### src/rtl/pp_host_pkg.sv
package pp_host_pkg;

   // Port modes selected by the user side
   typedef enum logic [2:0]
   {
      MODE_STANDARD  = 3'h0,
      MODE_NIBBLE    = 3'h1,
      MODE_BYTE      = 3'h2,
      MODE_ENHANCED  = 3'h3,
      MODE_EXTENDED  = 3'h4,
      MODE_FIFO      = 3'h5
   } port_mode_t;

   localparam int DATA_W        = 8;
   localparam int CLK_PERIOD_NS = 100;
   // Least strobe setup, pulse and init pulse times
   localparam int SETUP_NS      = 500;
   localparam int STROBE_NS     = 500;
   localparam int INIT_NS       = 50000;
   localparam int SETUP_CYC     = (SETUP_NS + CLK_PERIOD_NS - 1) / CLK_PERIOD_NS;
   localparam int STROBE_CYC    = (STROBE_NS + CLK_PERIOD_NS - 1) / CLK_PERIOD_NS;
   localparam int INIT_CYC      = (INIT_NS + CLK_PERIOD_NS - 1) / CLK_PERIOD_NS;
   localparam int CNT_W         = 10;
   localparam logic [CNT_W-1:0] CNT_ZERO = 10'h000;
   localparam logic [DATA_W-1:0] DATA_ZERO = 8'h00;

endpackage

### src/rtl/pp_status_sync.sv
`timescale 1ns/1ps
// Two-stage synchroniser for a bundle of levels
module pp_status_sync
   import pp_host_pkg::*;
#(
   parameter int WIDTH = 5
)
(
   input  wire logic             clk_sys,
   input  wire logic             sys_rst,
   input  wire logic [WIDTH-1:0] async_in,
   output logic      [WIDTH-1:0] sync_out
);

   logic [WIDTH-1:0] meta_q;
   logic [WIDTH-1:0] meta_d;
   logic [WIDTH-1:0] sync_q;
   logic [WIDTH-1:0] sync_d;

   // A bundle with no lines cannot be served
   if (WIDTH < 1)
   begin : g_width_check
      $error("synchroniser width must be at least one");
   end

   // Reset to all-ones: idle pulled-up lines read high
   always_comb
   begin
      meta_d = async_in;
      sync_d = meta_q;
   end

   always_ff @(posedge clk_sys)
   begin
      if (sys_rst)
      begin
         meta_q <= '1;
         sync_q <= '1;
      end
      else
      begin
         meta_q <= meta_d;
         sync_q <= sync_d;
      end
   end

   assign sync_out = sync_q;

endmodule

### src/rtl/pp_host_port.sv
`timescale 1ns/1ps
module pp_host_port
   import pp_host_pkg::*;
(
   input  wire logic              clk_sys,
   input  wire logic              sys_rst,
   // User side
   input  wire port_mode_t        mode_sel,
   input  wire logic              negotiate,
   input  wire logic              reverse_req,
   input  wire logic              auto_feed_req,
   input  wire logic              select_req,
   input  wire logic              init_req,
   input  wire logic              tx_valid,
   input  wire logic [DATA_W-1:0] tx_data,
   output logic                   tx_ready,
   output logic                   tx_done,
   output logic [DATA_W-1:0]      rx_data,
   output logic                   periph_busy,
   output logic                   periph_paper_out,
   output logic                   periph_online,
   output logic                   periph_error,
   // Link side
   output logic                   strobe_low,
   output logic                   auto_line_feed_low,
   output logic                   init_low,
   output logic                   peripheral_select_low,
   output logic                   peripheral_select_oe_low,
   output logic                   transfer_direction,
   output logic [DATA_W-1:0]      data_out,
   output logic                   data_oe_low,
   input  wire logic [DATA_W-1:0] data_in,
   input  wire logic              ack_low,
   input  wire logic              busy,
   input  wire logic              paper_out_flag,
   input  wire logic              online,
   input  wire logic              fault_low
);

   typedef enum logic [2:0] {S_IDLE, S_SETUP, S_STROBE, S_WAIT_ACK, S_INIT} st_t;

   logic [4:0]        stat_s;
   logic              ack_s;
   logic              busy_s;
   logic              paper_s;
   logic              online_s;
   logic              fault_low_s;
   logic              ack_prev_q;
   logic              ack_prev_d;
   logic              ack_rise;
   st_t               st_q;
   st_t               st_d;
   logic [CNT_W-1:0]  cnt_q;
   logic [CNT_W-1:0]  cnt_d;
   logic [DATA_W-1:0] dout_q;
   logic [DATA_W-1:0] dout_d;
   logic              strobe_q;
   logic              strobe_d;
   logic              init_q;
   logic              init_d;
   logic              done_q;
   logic              done_d;
   logic              ready_q;
   logic              ready_d;
   logic              afd_q;
   logic              afd_d;
   logic              sel_q;
   logic              sel_d;
   logic              dir_q;
   logic              dir_d;
   logic              doe_q;
   logic              doe_d;
   logic [DATA_W-1:0] rx_q;
   logic [DATA_W-1:0] rx_d;
   logic [3:0]        st_flags_q;
   logic [3:0]        st_flags_d;

   // Modes where the host may turn the data bus round
   function automatic logic mode_bidir(input port_mode_t m);
      return (m != MODE_STANDARD) && (m != MODE_NIBBLE) && (m != MODE_FIFO);
   endfunction

   // Status lines cross in from the cable before any use
   pp_status_sync #(.WIDTH(5)) u_sync
   (
      .clk_sys  (clk_sys),
      .sys_rst  (sys_rst),
      .async_in ({ack_low, busy, paper_out_flag, online, fault_low}),
      .sync_out (stat_s)
   );

   assign {ack_s, busy_s, paper_s, online_s, fault_low_s} = stat_s;
   assign ack_rise = ack_s && !ack_prev_q; // End of the acknowledge pulse

   // Handshake sequencer and pin levels
   always_comb
   begin
      st_d       = st_q;
      cnt_d      = cnt_q;
      dout_d     = dout_q;
      strobe_d   = 1'b1;
      init_d     = 1'b1;
      done_d     = 1'b0;
      ack_prev_d = ack_s;
      afd_d      = !auto_feed_req;
      sel_d      = !select_req;
      rx_d       = rx_q;
      // Reverse only in bidirectional modes, never during negotiation
      dir_d      = !(reverse_req && mode_bidir(mode_sel) && !negotiate);
      // Nibble mode floats the bus unless negotiating
      doe_d      = !(dir_d && (mode_sel != MODE_NIBBLE || negotiate));
      if (!dir_q)
      begin
         rx_d = data_in;
      end
      case (st_q)
         S_IDLE:
         begin
            if (init_req)
            begin
               st_d   = S_INIT;
               cnt_d  = CNT_W'(INIT_CYC - 1);
               init_d = 1'b0;
            end
            else if (tx_valid && !busy_s && !doe_q && !negotiate)
            begin
               dout_d = tx_data;
               st_d   = S_SETUP;
               cnt_d  = CNT_W'(SETUP_CYC - 1);
            end
         end
         S_SETUP:
         begin
            if (cnt_q == CNT_ZERO)
            begin
               st_d     = S_STROBE;
               cnt_d    = CNT_W'(STROBE_CYC - 1);
               strobe_d = 1'b0;
            end
            else
            begin
               cnt_d = cnt_q - 1'b1;
            end
         end
         S_STROBE:
         begin
            if (cnt_q == CNT_ZERO)
            begin
               st_d = S_WAIT_ACK;
            end
            else
            begin
               cnt_d    = cnt_q - 1'b1;
               strobe_d = 1'b0;             // Data held by dout_q throughout
            end
         end
         S_WAIT_ACK:
         begin
            if (ack_rise)
            begin
               st_d   = S_IDLE;
               done_d = 1'b1;
            end
         end
         S_INIT:
         begin
            if (cnt_q == CNT_ZERO)
            begin
               st_d = S_IDLE;               // Back to compatibility idle
            end
            else
            begin
               cnt_d  = cnt_q - 1'b1;
               init_d = 1'b0;
            end
         end
         default:
         begin
            st_d = S_IDLE;
         end
      endcase
      // Only from a quiet idle link whose bus the host drives; never strobe a floated bus
      ready_d    = (st_d == S_IDLE) && !busy_s && !doe_d && !negotiate && !init_req;
      // Raw levels; paper-out implies fault is the peripheral's duty
      st_flags_d = {busy_s, paper_s, online_s, !fault_low_s};
   end

   always_ff @(posedge clk_sys)
   begin
      if (sys_rst)
      begin
         st_q       <= S_IDLE;
         cnt_q      <= CNT_ZERO;
         dout_q     <= DATA_ZERO;
         strobe_q   <= 1'b1;                // Inactive high after reset
         init_q     <= 1'b1;
         done_q     <= 1'b0;
         ready_q    <= 1'b0;
         afd_q      <= 1'b1;
         sel_q      <= 1'b1;
         dir_q      <= 1'b1;
         doe_q      <= 1'b0;
         rx_q       <= DATA_ZERO;
         ack_prev_q <= 1'b1;
         st_flags_q <= 4'h2;
      end
      else
      begin
         st_q       <= st_d;
         cnt_q      <= cnt_d;
         dout_q     <= dout_d;
         strobe_q   <= strobe_d;
         init_q     <= init_d;
         done_q     <= done_d;
         ready_q    <= ready_d;
         afd_q      <= afd_d;
         sel_q      <= sel_d;
         dir_q      <= dir_d;
         doe_q      <= doe_d;
         rx_q       <= rx_d;
         ack_prev_q <= ack_prev_d;
         st_flags_q <= st_flags_d;
      end
   end

   assign strobe_low               = strobe_q;
   assign init_low                 = init_q;
   assign auto_line_feed_low       = afd_q;
   assign peripheral_select_low    = sel_q;
   assign peripheral_select_oe_low = 1'b0; // Always driven by the host, never released
   assign transfer_direction       = dir_q;
   assign data_out                 = dout_q;
   assign data_oe_low              = doe_q;
   assign tx_ready                 = ready_q;
   assign tx_done                  = done_q;
   assign rx_data                  = rx_q;
   assign {periph_busy, periph_paper_out, periph_online, periph_error} = st_flags_q;

   // Strobe low lasts exactly the pulse width
   property p_strobe_width;
      @(posedge clk_sys) disable iff (sys_rst)
      $fell(strobe_low) |-> !strobe_low [*5] ##1 strobe_low;
   endproperty
   a_strobe_width: assert property (p_strobe_width) else $error("strobe width wrong");
   // Data stable while strobe is low
   property p_data_stable;
      @(posedge clk_sys) disable iff (sys_rst)
      !strobe_low && $past(!strobe_low) |-> $stable(data_out) && !data_oe_low;
   endproperty
   a_data_stable: assert property (p_data_stable) else $error("data moved under strobe");
   property p_auto_feed;
      @(posedge clk_sys) disable iff (sys_rst)
      auto_feed_req |=> !auto_line_feed_low;
   endproperty
   a_auto_feed: assert property (p_auto_feed) else $error("auto feed not low");
   property p_init;
      @(posedge clk_sys) disable iff (sys_rst)
      $fell(init_low) |-> strobe_low throughout (##[1:600] init_low);
   endproperty
   a_init: assert property (p_init) else $error("init pulse bad");
   property p_select;
      @(posedge clk_sys) disable iff (sys_rst)
      select_req |=> !peripheral_select_low && !peripheral_select_oe_low;
   endproperty
   a_select: assert property (p_select) else $error("select not driven");
   property p_done;
      @(posedge clk_sys) disable iff (sys_rst)
      tx_done |-> strobe_low && $past(st_q) == S_WAIT_ACK;
   endproperty
   a_done: assert property (p_done) else $error("done without ack");
   property p_dir;
      @(posedge clk_sys) disable iff (sys_rst)
      !transfer_direction |-> data_oe_low;
   endproperty
   a_dir: assert property (p_dir) else $error("drove bus in reverse");
   property p_nibble;
      @(posedge clk_sys) disable iff (sys_rst)
      $past(mode_sel == MODE_NIBBLE && !negotiate) |-> data_oe_low;
   endproperty
   a_nibble: assert property (p_nibble) else $error("bus driven in nibble");

endmodule

### config.mk
export PLATFORM = sky130hd
export DESIGN_NAME = pp_host_port
export DESIGN_NICKNAME = d
export VERILOG_FILES = /design/src/rtl/pp_host_pkg.sv /design/src/rtl/pp_status_sync.sv /design/src/rtl/pp_host_port.sv
export SDC_FILE = /design/constraint.sdc
export NUM_CORES = 1
export LEC_CHECK = 0
export BUFFER_PORTS_ARGS = -buffer_cell sky130_fd_sc_hd__buf_2
export CELL_PAD_IN_SITES_DETAIL_PLACEMENT = 0
export CELL_PAD_IN_SITES_GLOBAL_PLACEMENT = 1
export CORE_ASPECT_RATIO = 1.2
export CORE_MARGIN = 1.5
export CORE_UTILIZATION = 36
export CTS_BUF_LIST = sky130_fd_sc_hd__clkbuf_8
export CTS_CLUSTER_SIZE = 20
export DETAILED_ROUTE_END_ITERATION = 10
export PLACE_DENSITY = 0.84
export SETUP_SLACK_MARGIN = 0.15
export SLEW_MARGIN = 40
export SYNTH_ARGS = -nofsm -noshare
export SYNTH_HDL_FRONTEND = slang
export SYNTH_SLANG_ARGS = --single-unit
### constraint.sdc
create_clock -name clk_sys -period 2.05 [get_ports clk_sys]
set_input_delay 0.41 -clock clk_sys [delete_from_list [all_inputs] [get_ports clk_sys]]
set_output_delay 0.41 -clock clk_sys [all_outputs]
set_load 0.01 [all_outputs]
# [Word level (Yosys, flattened, before mapping)]
# Cells that the tools add are included.
[word_totals] reg_bits=52 latchBits=0 ram_bits=0 mem_bits_ro=0 inputBits=32 output_inout_bits=29 wordCells=78 n_memories=0
[op_classes] add_sub_neg=1 mul=0 div=0 n_lt_le_gt_ge=0 eq_ne=8 n_shift=0 mux=18 bitwise_logic=2 n_reduce_logical=33
[ops] operator="2-to-1 mux 10 bit" count=4
[ops] operator="one-hot mux 10 bit (3 select lines)" count=1
[ops] operator="2-to-1 mux 3 bit" count=6
[ops] operator="one-hot mux 3 bit (5 select lines)" count=1
[ops] operator="logical AND 1 bit" count=13
[ops] operator="zero test 1 bit" count=10
[ops] operator="zero test 10 bit" count=1
[ops] operator="subtractor 10 x 1 -> 10 bit (second input constant)" count=1
[ops] operator="equality test 3 x 2 -> 1 bit (second input constant)" count=2
[ops] operator="zero test 3 bit" count=2
[ops] operator="!= test 3 bit (second input constant)" count=2
[ops] operator="AND reduction 3 bit" count=2
[ops] operator="nonzero test 3 bit" count=2
[ops] operator="2-to-1 mux 1 bit" count=4
[ops] operator="one-hot mux 1 bit (2 select lines)" count=2
[ops] operator="OR reduction 2 bit" count=2
[ops] operator="equality test 3 x 1 -> 1 bit (second input constant)" count=1
[ops] operator="equality test 3 bit (second input constant)" count=1
[ops] operator="!= test 3 x 1 -> 1 bit (second input constant)" count=1
[ops] operator="!= test 2 bit (second input constant)" count=1
[ops] operator="NOT 1 bit" count=2
[ops] operator="logical OR 1 bit" count=1

# [Depth between registers and ports, before layout]
# Gate-level depths: netlist (run 1).
[logic_depth] depth_word=12 ltp_mapped=8

# [By module]
# From an unflattened synthesis (run 1), not the netlist that was laid out.
[unflattened] cells_unflattened=224 hier_area_um2=2125.8
[modules_own_cells] mod="pp_host_port" n_inst=1 cells_per_inst=204 area_each_um2=1863.0 seq_area_each_um2=840.8
[modules_own_cells] mod="pp_status_sync" n_inst=1 cells_per_inst=20 area_each_um2=262.8 seq_area_each_um2=200.2

# [Worst setup path after synthesis (run 1)]
# Ideal clock, no wire load.
[synth_timing] path_kind="flip-flop to flip-flop" from="register cnt_q[0]" to="register cnt_q[2]" setup_time_ps=116 t_arrival_ps=2019 required_time_ps=1934 path_slack_ps=-86 path_stages_with_launch=9 period_less_slack_ps=2136 cell_sequence="dfxtp_1 -> inv_1 -> ha_1 -> or4b_4 -> or3_1 -> buf_6 -> o21a_1 -> o21a_1 -> o211a_1"
[synth_via] elab_chain_len=3
[synth_rtl] element="start: declaration" line_no="pp_host_port.sv:53" text="logic [CNT_W-1:0] cnt_q;"
[synth_rtl] element="start signal: assignment" line_no="pp_host_port.sv:210" text="cnt_q <= cnt_d;"
[synth_rtl] element="subtractor 10 x 1 -> 10 bit or zero test 10 bit (tied branches)"
[synth_rtl] element="2-to-1 mux 10 bit (tied with other cells)" line_no="pp_host_port.sv:147, pp_host_port.sv:167"
[synth_rtl] element="one-hot mux 10 bit (3 select lines) or AND reduction 3 bit (tied branches)"
# Several ways; a longest one is shown, not always the timed one. The select of a mux whose other input is x is not followed.
# A chain may end at the register's enable or synchronous reset.

# [Worst setup path after layout (run 1)]
[layout_timing] from="register cnt_q[1]" to="register cnt_q[5]"
# Same word-level chain as after synthesis.

==> results.toml, run 1 <==
[outcome]
status = "complete, but fails checks"
failed_checks = "negative setup slack"

[floorplan]
num_rows = 30
dieArea_um2 = 6340
fp.dieH_um = 86.9
fp.coreArea_um2 = 5670
start_util_pct = 37.3
die_x_um = 72.9
io-pin-count = 61

[global_route]
grt_start_max_net_pins = 52
first_global_vias = 1645
grt_usage_pct = 14.3
overflow = 0
grt_pass1_wl_mm = 7.10
antenna_found_initial = 0

[synthesis]
syn_area_per_cell_um2 = 9.52
syn_inst = 222
seq_area_frac_synth_pct = 49.3
ys_seq_elements = 52
dominantRegCellSynth = "dfxtp_1"
synth-async-reset-ratio_pct = 0
synth_fp_nets = 256
yosys.cell_types.count = 47
synth_edf_count = 0
synth_area_um2 = 2110
yosysWarnings = 0

[worst_setup_path]
path_delay_family = "simple AND/OR/NAND/NOR gates"
regToRegEndpoint = "cnt_q[5]"
worstReg2RegStart = "cnt_q[1]"
required_ns = 2.27
crit_path_max_fanout = 8
rrSetupSlack_ns = -0.04
cp_slowest_cell = "or4b_4"
slowest_delay_ns = 0.48
critPathKind = "reg -> reg"
cp-start-kind = "register"
path_cells = "inv_2, ha_4, or4b_4, or3_4, o21ai_4, a311oi_2, o32ai_1"
critPathCaptureType = "register"
ff2ff_path_depth = 7
critPathBufInv = 1
cp.arrival_ns = 2.31

[route]
drt_wl_total_mm = 4.54
vias_per_cell = 4.69
firstDrtPassIters = 5
antenna_left = 0
drt_drc_violations_left = 0
drt-initial-drc-count = 50
routedWlPerCell_um = 11.8
vias = 1798

[clock_tree]
cts.path.max_buffers = 2
cts_made_buffers = 5
clkLatencyLatePin_ns = 0.31
cts.sink_count = 52
cts-root-buf = "clkbuf_8"
path_clk_slew_ns = 0.09
cts_tree = "done"
htreeDepth = 2

[timing]
fmax_mhz = 479
period_minus_slack_ns = 2.09
finalSetupViolCount = 5
rsz0062_at_grt = "yes"
finalClockSkew_ns = 0.00656
setup-tns-final_ns = -0.105
finalHoldViolations = 0
final.setup.worst_slack_ns = -0.0390
fin_crit_sh_pct = 102
slew_violations = 0

[power_and_ir_drop]
p_leak_nw = 1.32
vdd_drop_max_uv = 512
p_per_area_nw_per_um2 = 829

[placement]
gp_congestion = 0.804
dp_slack_ns = -0.0866
port-buffer-count = 59
placed_cells = 373
place_area_um2 = 2640
place_hpwl_mm = 3.22

[hold_path]
min_path_type = "in -> reg"
whs_endpoint = "peripheral_select_low"
holdPathStages = 2
hold_start = "select_req"

[cells_and_area]
fillers = 550
fin_cells = 383
layout-drive-gt1-share_pct = 40.6
n_antenna_cell = 0
syn2layout_area_growth_pct = 32.7
fin_area_um2 = 2810
nets = 336

[job]
cap_violations = 0
-- what timing repair did --
| item | in CTS | in global routing |
|---|---|---|
| resized for setup | 2 | 5 |
| setup endpoints to repair | 13 | 13 |
| buffers inserted | 1 | 1 |
| hold buffers | 0 | 0 |
| pin swaps | 7 | 8 |
-- state kept, by name, summed over array words and instances, names as in the netlist --
name and count:
tx_done 1, cnt_q 10, st_q 3, strobe_low 1, peripheral_select_low 1, init_low 1
data_oe_low 1, tx_ready 1, transfer_direction 1, auto_line_feed_low 1, u_sync.meta_q 5, st_flags_q 4
data_out 8, u_sync.sync_out 5, ack_prev_q 1, rx_data 8
-- final cells by class --
class,count,area (um^2),share of cell area (%)
inverters,7,26.3,0.937
clock buffers,5,68.8,2.45
repair buffers,86,498,17.8
well taps,80,100,3.57
multi-input cells,150,1020,36.4
clock inverters,3,46.3,1.65
flip-flops and latches,52,1040,37.2
-- worst max path at each step --
stage / start / end / slack [ns] / cells after the start
2_1_floorplan: cnt_q[0] / cnt_q[5] / 0.02 / 7
3_3_place_gp: negotiate / cnt_q[5] / -0.04 / 7
3_5_place_dp: cnt_q[0] / cnt_q[5] / -0.09 / 7
4_1_cts: cnt_q[0] / cnt_q[6] / -0.05 / 7
5_1_grt: cnt_q[1] / cnt_q[5] / -0.14 / 7
6_report: cnt_q[1] / cnt_q[5] / -0.04 / 7
-- power breakdown --
part           internal [mW]  switching [mW]  total (mW)
combinational          0.253           0.262       0.515
sequential              1.07          0.0306        1.10
clock                  0.370           0.342       0.712
total                   1.69           0.635        2.33
-- routing by layer --
metal | global-route usage, % | up-vias | wire, um | part of all wire, %
met5 | 0 | - | 0 | 0
met1 | 17.8 | 824 | 2100 | 46
met3 | 3.36 | 7 | 159 | 3.5
met4 | 5.66 | 0 | 55 | 1.2
met2 | 23.6 | 38 | 2230 | 49
li1 | - | 929 | - | -
-- cells in the final DEF (no fill, tap or decap), drive strengths merged, types with 2 or more instances in the layout --
cell type and count:
a21boi 2, nand2 13, a311oi 3, inv 8
a211oi 6, a21oi 6, o21a 2, nor3b 2
clkbuf 5, or3 2, ha 2, nor3 4
xor2 4, or4 2, o2111ai 2, a31oi 3
nor2 30, and2 2, mux2i 17, nor2b 3
or4b 3, o21ai 7, or2 12, o32ai 4
dfxtp 52, buf 86, nor4 4, nand2b 5
-- per-stage QoR --
| stage | power, mW | utilization [%] | hold WS (ns) |
|---|---|---|---|
| after detailed placement | 1.60 | 46.6 | 0.380 |
| after global placement | 1.60 | 46.6 | 0.380 |
| after CTS | 2.33 | 48.9 | 0.259 |
| after floorplan | 1.42 | - | 0.368 |
| final | 2.33 | 49.5 | 0.260 |
| after global routing | 2.44 | 49.5 | 0.267 |
-- Yosys cell counts, types with 5 or more instances --
master	instances	area [um^2]
dfxtp_1	52	1040
nor2_1	30	113
mux2i_1	17	170
nand2_1	13	48.8
or2_2	12	75.1
clkbuf_1	9	33.8
inv_1	7	26.3
a211oi_1	6	45.0
a21oi_1	5	25.0
nand2b_1	5	31.3
o21ai_0	5	25.0
-- worst register-to-register path: cells and delay by family (launching register included) --
family	cells	cell delay, ns
AOI/OAI and AO/OA	3	0.59
and+or+nand+nor	2	0.87
adders and majority gates	1	0.13
DFF	1	0.33
buffers and inverters	1	0.07
-- cells by family after synthesis --
logic type | share of synthesized area (%)
flip-flops | 49.3
other | 0.177
AO/OA/AOI/OAI | 13.7
buffers and inverters | 4.14
AND/OR/NAND/NOR | 21.4
XOR/XNOR | 1.66
adder cells (fa/ha/maj) | 1.66
multiplexers | 8.05
(Power assumes the default switching activity.)
==> run 2: changes to the inputs <==
--- a/config.mk
+++ b/config.mk
@@ -10,11 +10,12 @@
 export CELL_PAD_IN_SITES_GLOBAL_PLACEMENT = 1
 export CORE_ASPECT_RATIO = 1.2
 export CORE_MARGIN = 1.5
-export CORE_UTILIZATION = 36
+export CORE_UTILIZATION = 40
 export CTS_BUF_LIST = sky130_fd_sc_hd__clkbuf_8
 export CTS_CLUSTER_SIZE = 20
 export DETAILED_ROUTE_END_ITERATION = 10
-export PLACE_DENSITY = 0.84
+export GPL_TIMING_DRIVEN = 0
+export PLACE_DENSITY = 0.88
 export SETUP_SLACK_MARGIN = 0.15
 export SLEW_MARGIN = 40
 export SYNTH_ARGS = -nofsm -noshare
==> constraint.sdc (replaced) <==
create_clock -name clk_sys -period 1.95 [get_ports clk_sys]
set_input_delay 0.39 -clock clk_sys [delete_from_list [all_inputs] [get_ports clk_sys]]
set_output_delay 0.39 -clock clk_sys [all_outputs]
set_load 0.01 [all_outputs]
==> run 2 against run 1 <==
  * The run still ends with negative setup slack left
  * Fmax decreased by 8.4%
  * Sequential cell count unchanged
  * Sequential share of layout area decreased by 0.16 points
  * Design area increased by 0.31%
  * Largest cell class is now multi-input gates
==> results.toml, run 2 (synthesized netlist as in run 1, its figures left out) <==
[hold_path]
holdPathStages = 2
min_path_type = "in -> reg"
hold_start = "select_req"
whs_endpoint = "peripheral_select_low"

[global_route]
grt_pass1_wl_mm = 7.18
grt_util_met1_pct = 19.4
grt.busiest_layer = "met2"
grt_start_max_net_pins = 17
overflow = 0
gr-usage-met2_pct = 25.6
first_global_vias = 1554
grt_usage_pct = 15.6
met3_usage_pct = 4.49
antenna_found_initial = 0

[route]
vias = 1848
vias_per_cell = 5.08
drt_drc_violations_left = 0
routedWlPerCell_um = 13.6
drt-initial-drc-count = 75
antenna_left = 0
firstDrtPassIters = 4
drt_wl_total_mm = 4.95

[cells_and_area]
final_cell_mix = "buf_2 (61), dfxtp_1 (50), nor2_1 (30), mux2i_1 (17), buf_4 (13)"
syn2layout_area_growth_pct = 33.2
fin_cells = 364
fin_area_um2 = 2810
fillers = 460
n_antenna_cell = 0
mostFrequentLayoutCell = "buf_2"
largest_reg_flops = 10
finalCoreUtilization_pct = 56.2
regMostFlops = "cnt_q"
nets = 337
layout-drive-gt1-share_pct = 40.5

[clock_tree]
cts.path.max_buffers = 2
cts.sink_count = 52
cts_hold_buf = 0
clkLatencyLatePin_ns = 0.31
cts_made_buffers = 5
path_clk_slew_ns = 0.10
cts-root-buf = "clkbuf_8"
htreeDepth = 2
cts_tree = "done"

[timing]
setup-tns-final_ns = -2.79
slew_headroom_pct = 63.7
finalClockSkew_ns = 0.0106
slew_violations = 0
fmax_mhz = 439
rsz0062_at_grt = "yes"
finalSetupViolCount = 13
finalHoldViolations = 0
period_minus_slack_ns = 2.28
fin_crit_sh_pct = 117
final.setup.worst_slack_ns = -0.330
tightestPinTransition_ns = 0.539

[power_and_ir_drop]
p_leak_nw = 1.32
finalPower_mw = 2.49
p_per_area_nw_per_um2 = 884
vdd_drop_max_uv = 476

[outcome]
failed_checks = "negative setup slack"
status = "complete, but fails checks"

[floorplan]
fp.coreArea_um2 = 5010
fp.dieH_um = 82.6
io-pin-count = 61
num_rows = 28
die_x_um = 69.4
start_util_pct = 42.2
dieArea_um2 = 5730

[worst_setup_path]
crit_path_max_fanout = 7
critPathKind = "reg -> reg"
cp.arrival_ns = 2.49
required_ns = 2.16
regToRegEndpoint = "cnt_q[6]"
cp-start-kind = "register"
worstReg2RegStart = "cnt_q[1]"
ff2ff_path_depth = 9
rrSetupSlack_ns = -0.33
critPathCaptureType = "register"

[placement]
gp_congestion = 0.864
placed_cells = 341
place_area_um2 = 2490
place_hpwl_mm = 3.26
port-buffer-count = 59

[job]
cap_violations = 0
==> run 2: cell count changes in the layout (fill, tap and decap cells not counted), moves of 2 or more <==
cell,delta
buf_4,-14
clkbuf_1,+7
a311oi_1,-2
nor4_1,-2
a311oi_2,+2
a211oi_1,-2
buf_2,+2
buf_6,+4
clkbuf_2,+2
a211oi_2,+2
nor4_2,+2
==> run 2: per-stage QoR <==
stage                     worst slack [ns]  hold WS (ns)
after global placement              -0.388         0.370
final                               -0.330         0.237
after CTS                           -0.228         0.237
after global routing                -0.389         0.233
after detailed placement            -0.392         0.379
after floorplan                    -0.0761         0.368
==> run 2: area by class of cell <==
class | count | area [um^2] | area share (%)
well taps | 60 | 75.1 | 2.67
plain buffers | 13 | 65.1 | 2.31
clock inverters | 3 | 42.5 | 1.51
clock buffers | 5 | 68.8 | 2.45
repair buffers | 74 | 419 | 14.9
multi-input cells | 150 | 1070 | 38.2
inverters | 7 | 26.3 | 0.934
flip-flops and latches | 52 | 1040 | 37.1
==> run 2: layer usage <==
metal	share of wire [%]	up-vias
li1	-	931
met1	42	865
met2	52	46
met3	5.0	6
met4	1.4	0
met5	0	-
==> run 2: where the power goes <==
group	leakage, nW	internal [mW]	switching (mW)
registers	0.427	1.12	0.0473
clock network	0.0599	0.383	0.360
logic	0.834	0.277	0.296
total	1.32	1.78	0.703
==> run 2: worst max-delay path by stage <==
stage	from	endpoint	slack (ns)	cells after the start
after floorplan	cnt_q[0]	cnt_q[5]	-0.08	7
after global placement	cnt_q[0]	cnt_q[6]	-0.39	7
after detailed placement	cnt_q[0]	cnt_q[5]	-0.39	7
after CTS	cnt_q[0]	cnt_q[4]	-0.23	8
after global routing	cnt_q[1]	cnt_q[6]	-0.39	9
final	cnt_q[1]	cnt_q[6]	-0.33	9
==> run 2: repair_timing <==
action	4_1_cts	5_1_grt
setup buffers	6	9
endpoints found under the setup margin	14	21
gates resized for setup	7	16
pin swaps	8	9
hold endpoints to repair	0	0
==> run 2: critical path: stages, from the launching register on <==
cell	delay (ns)
dfxtp_2	0.34
inv_2	0.08
ha_4	0.12
or4b_4	0.47
or3_1	0.33
buf_6	0.14
o21ai_4	0.24
buf_6	0.14
a311oi_2	0.03
o32ai_1	0.27
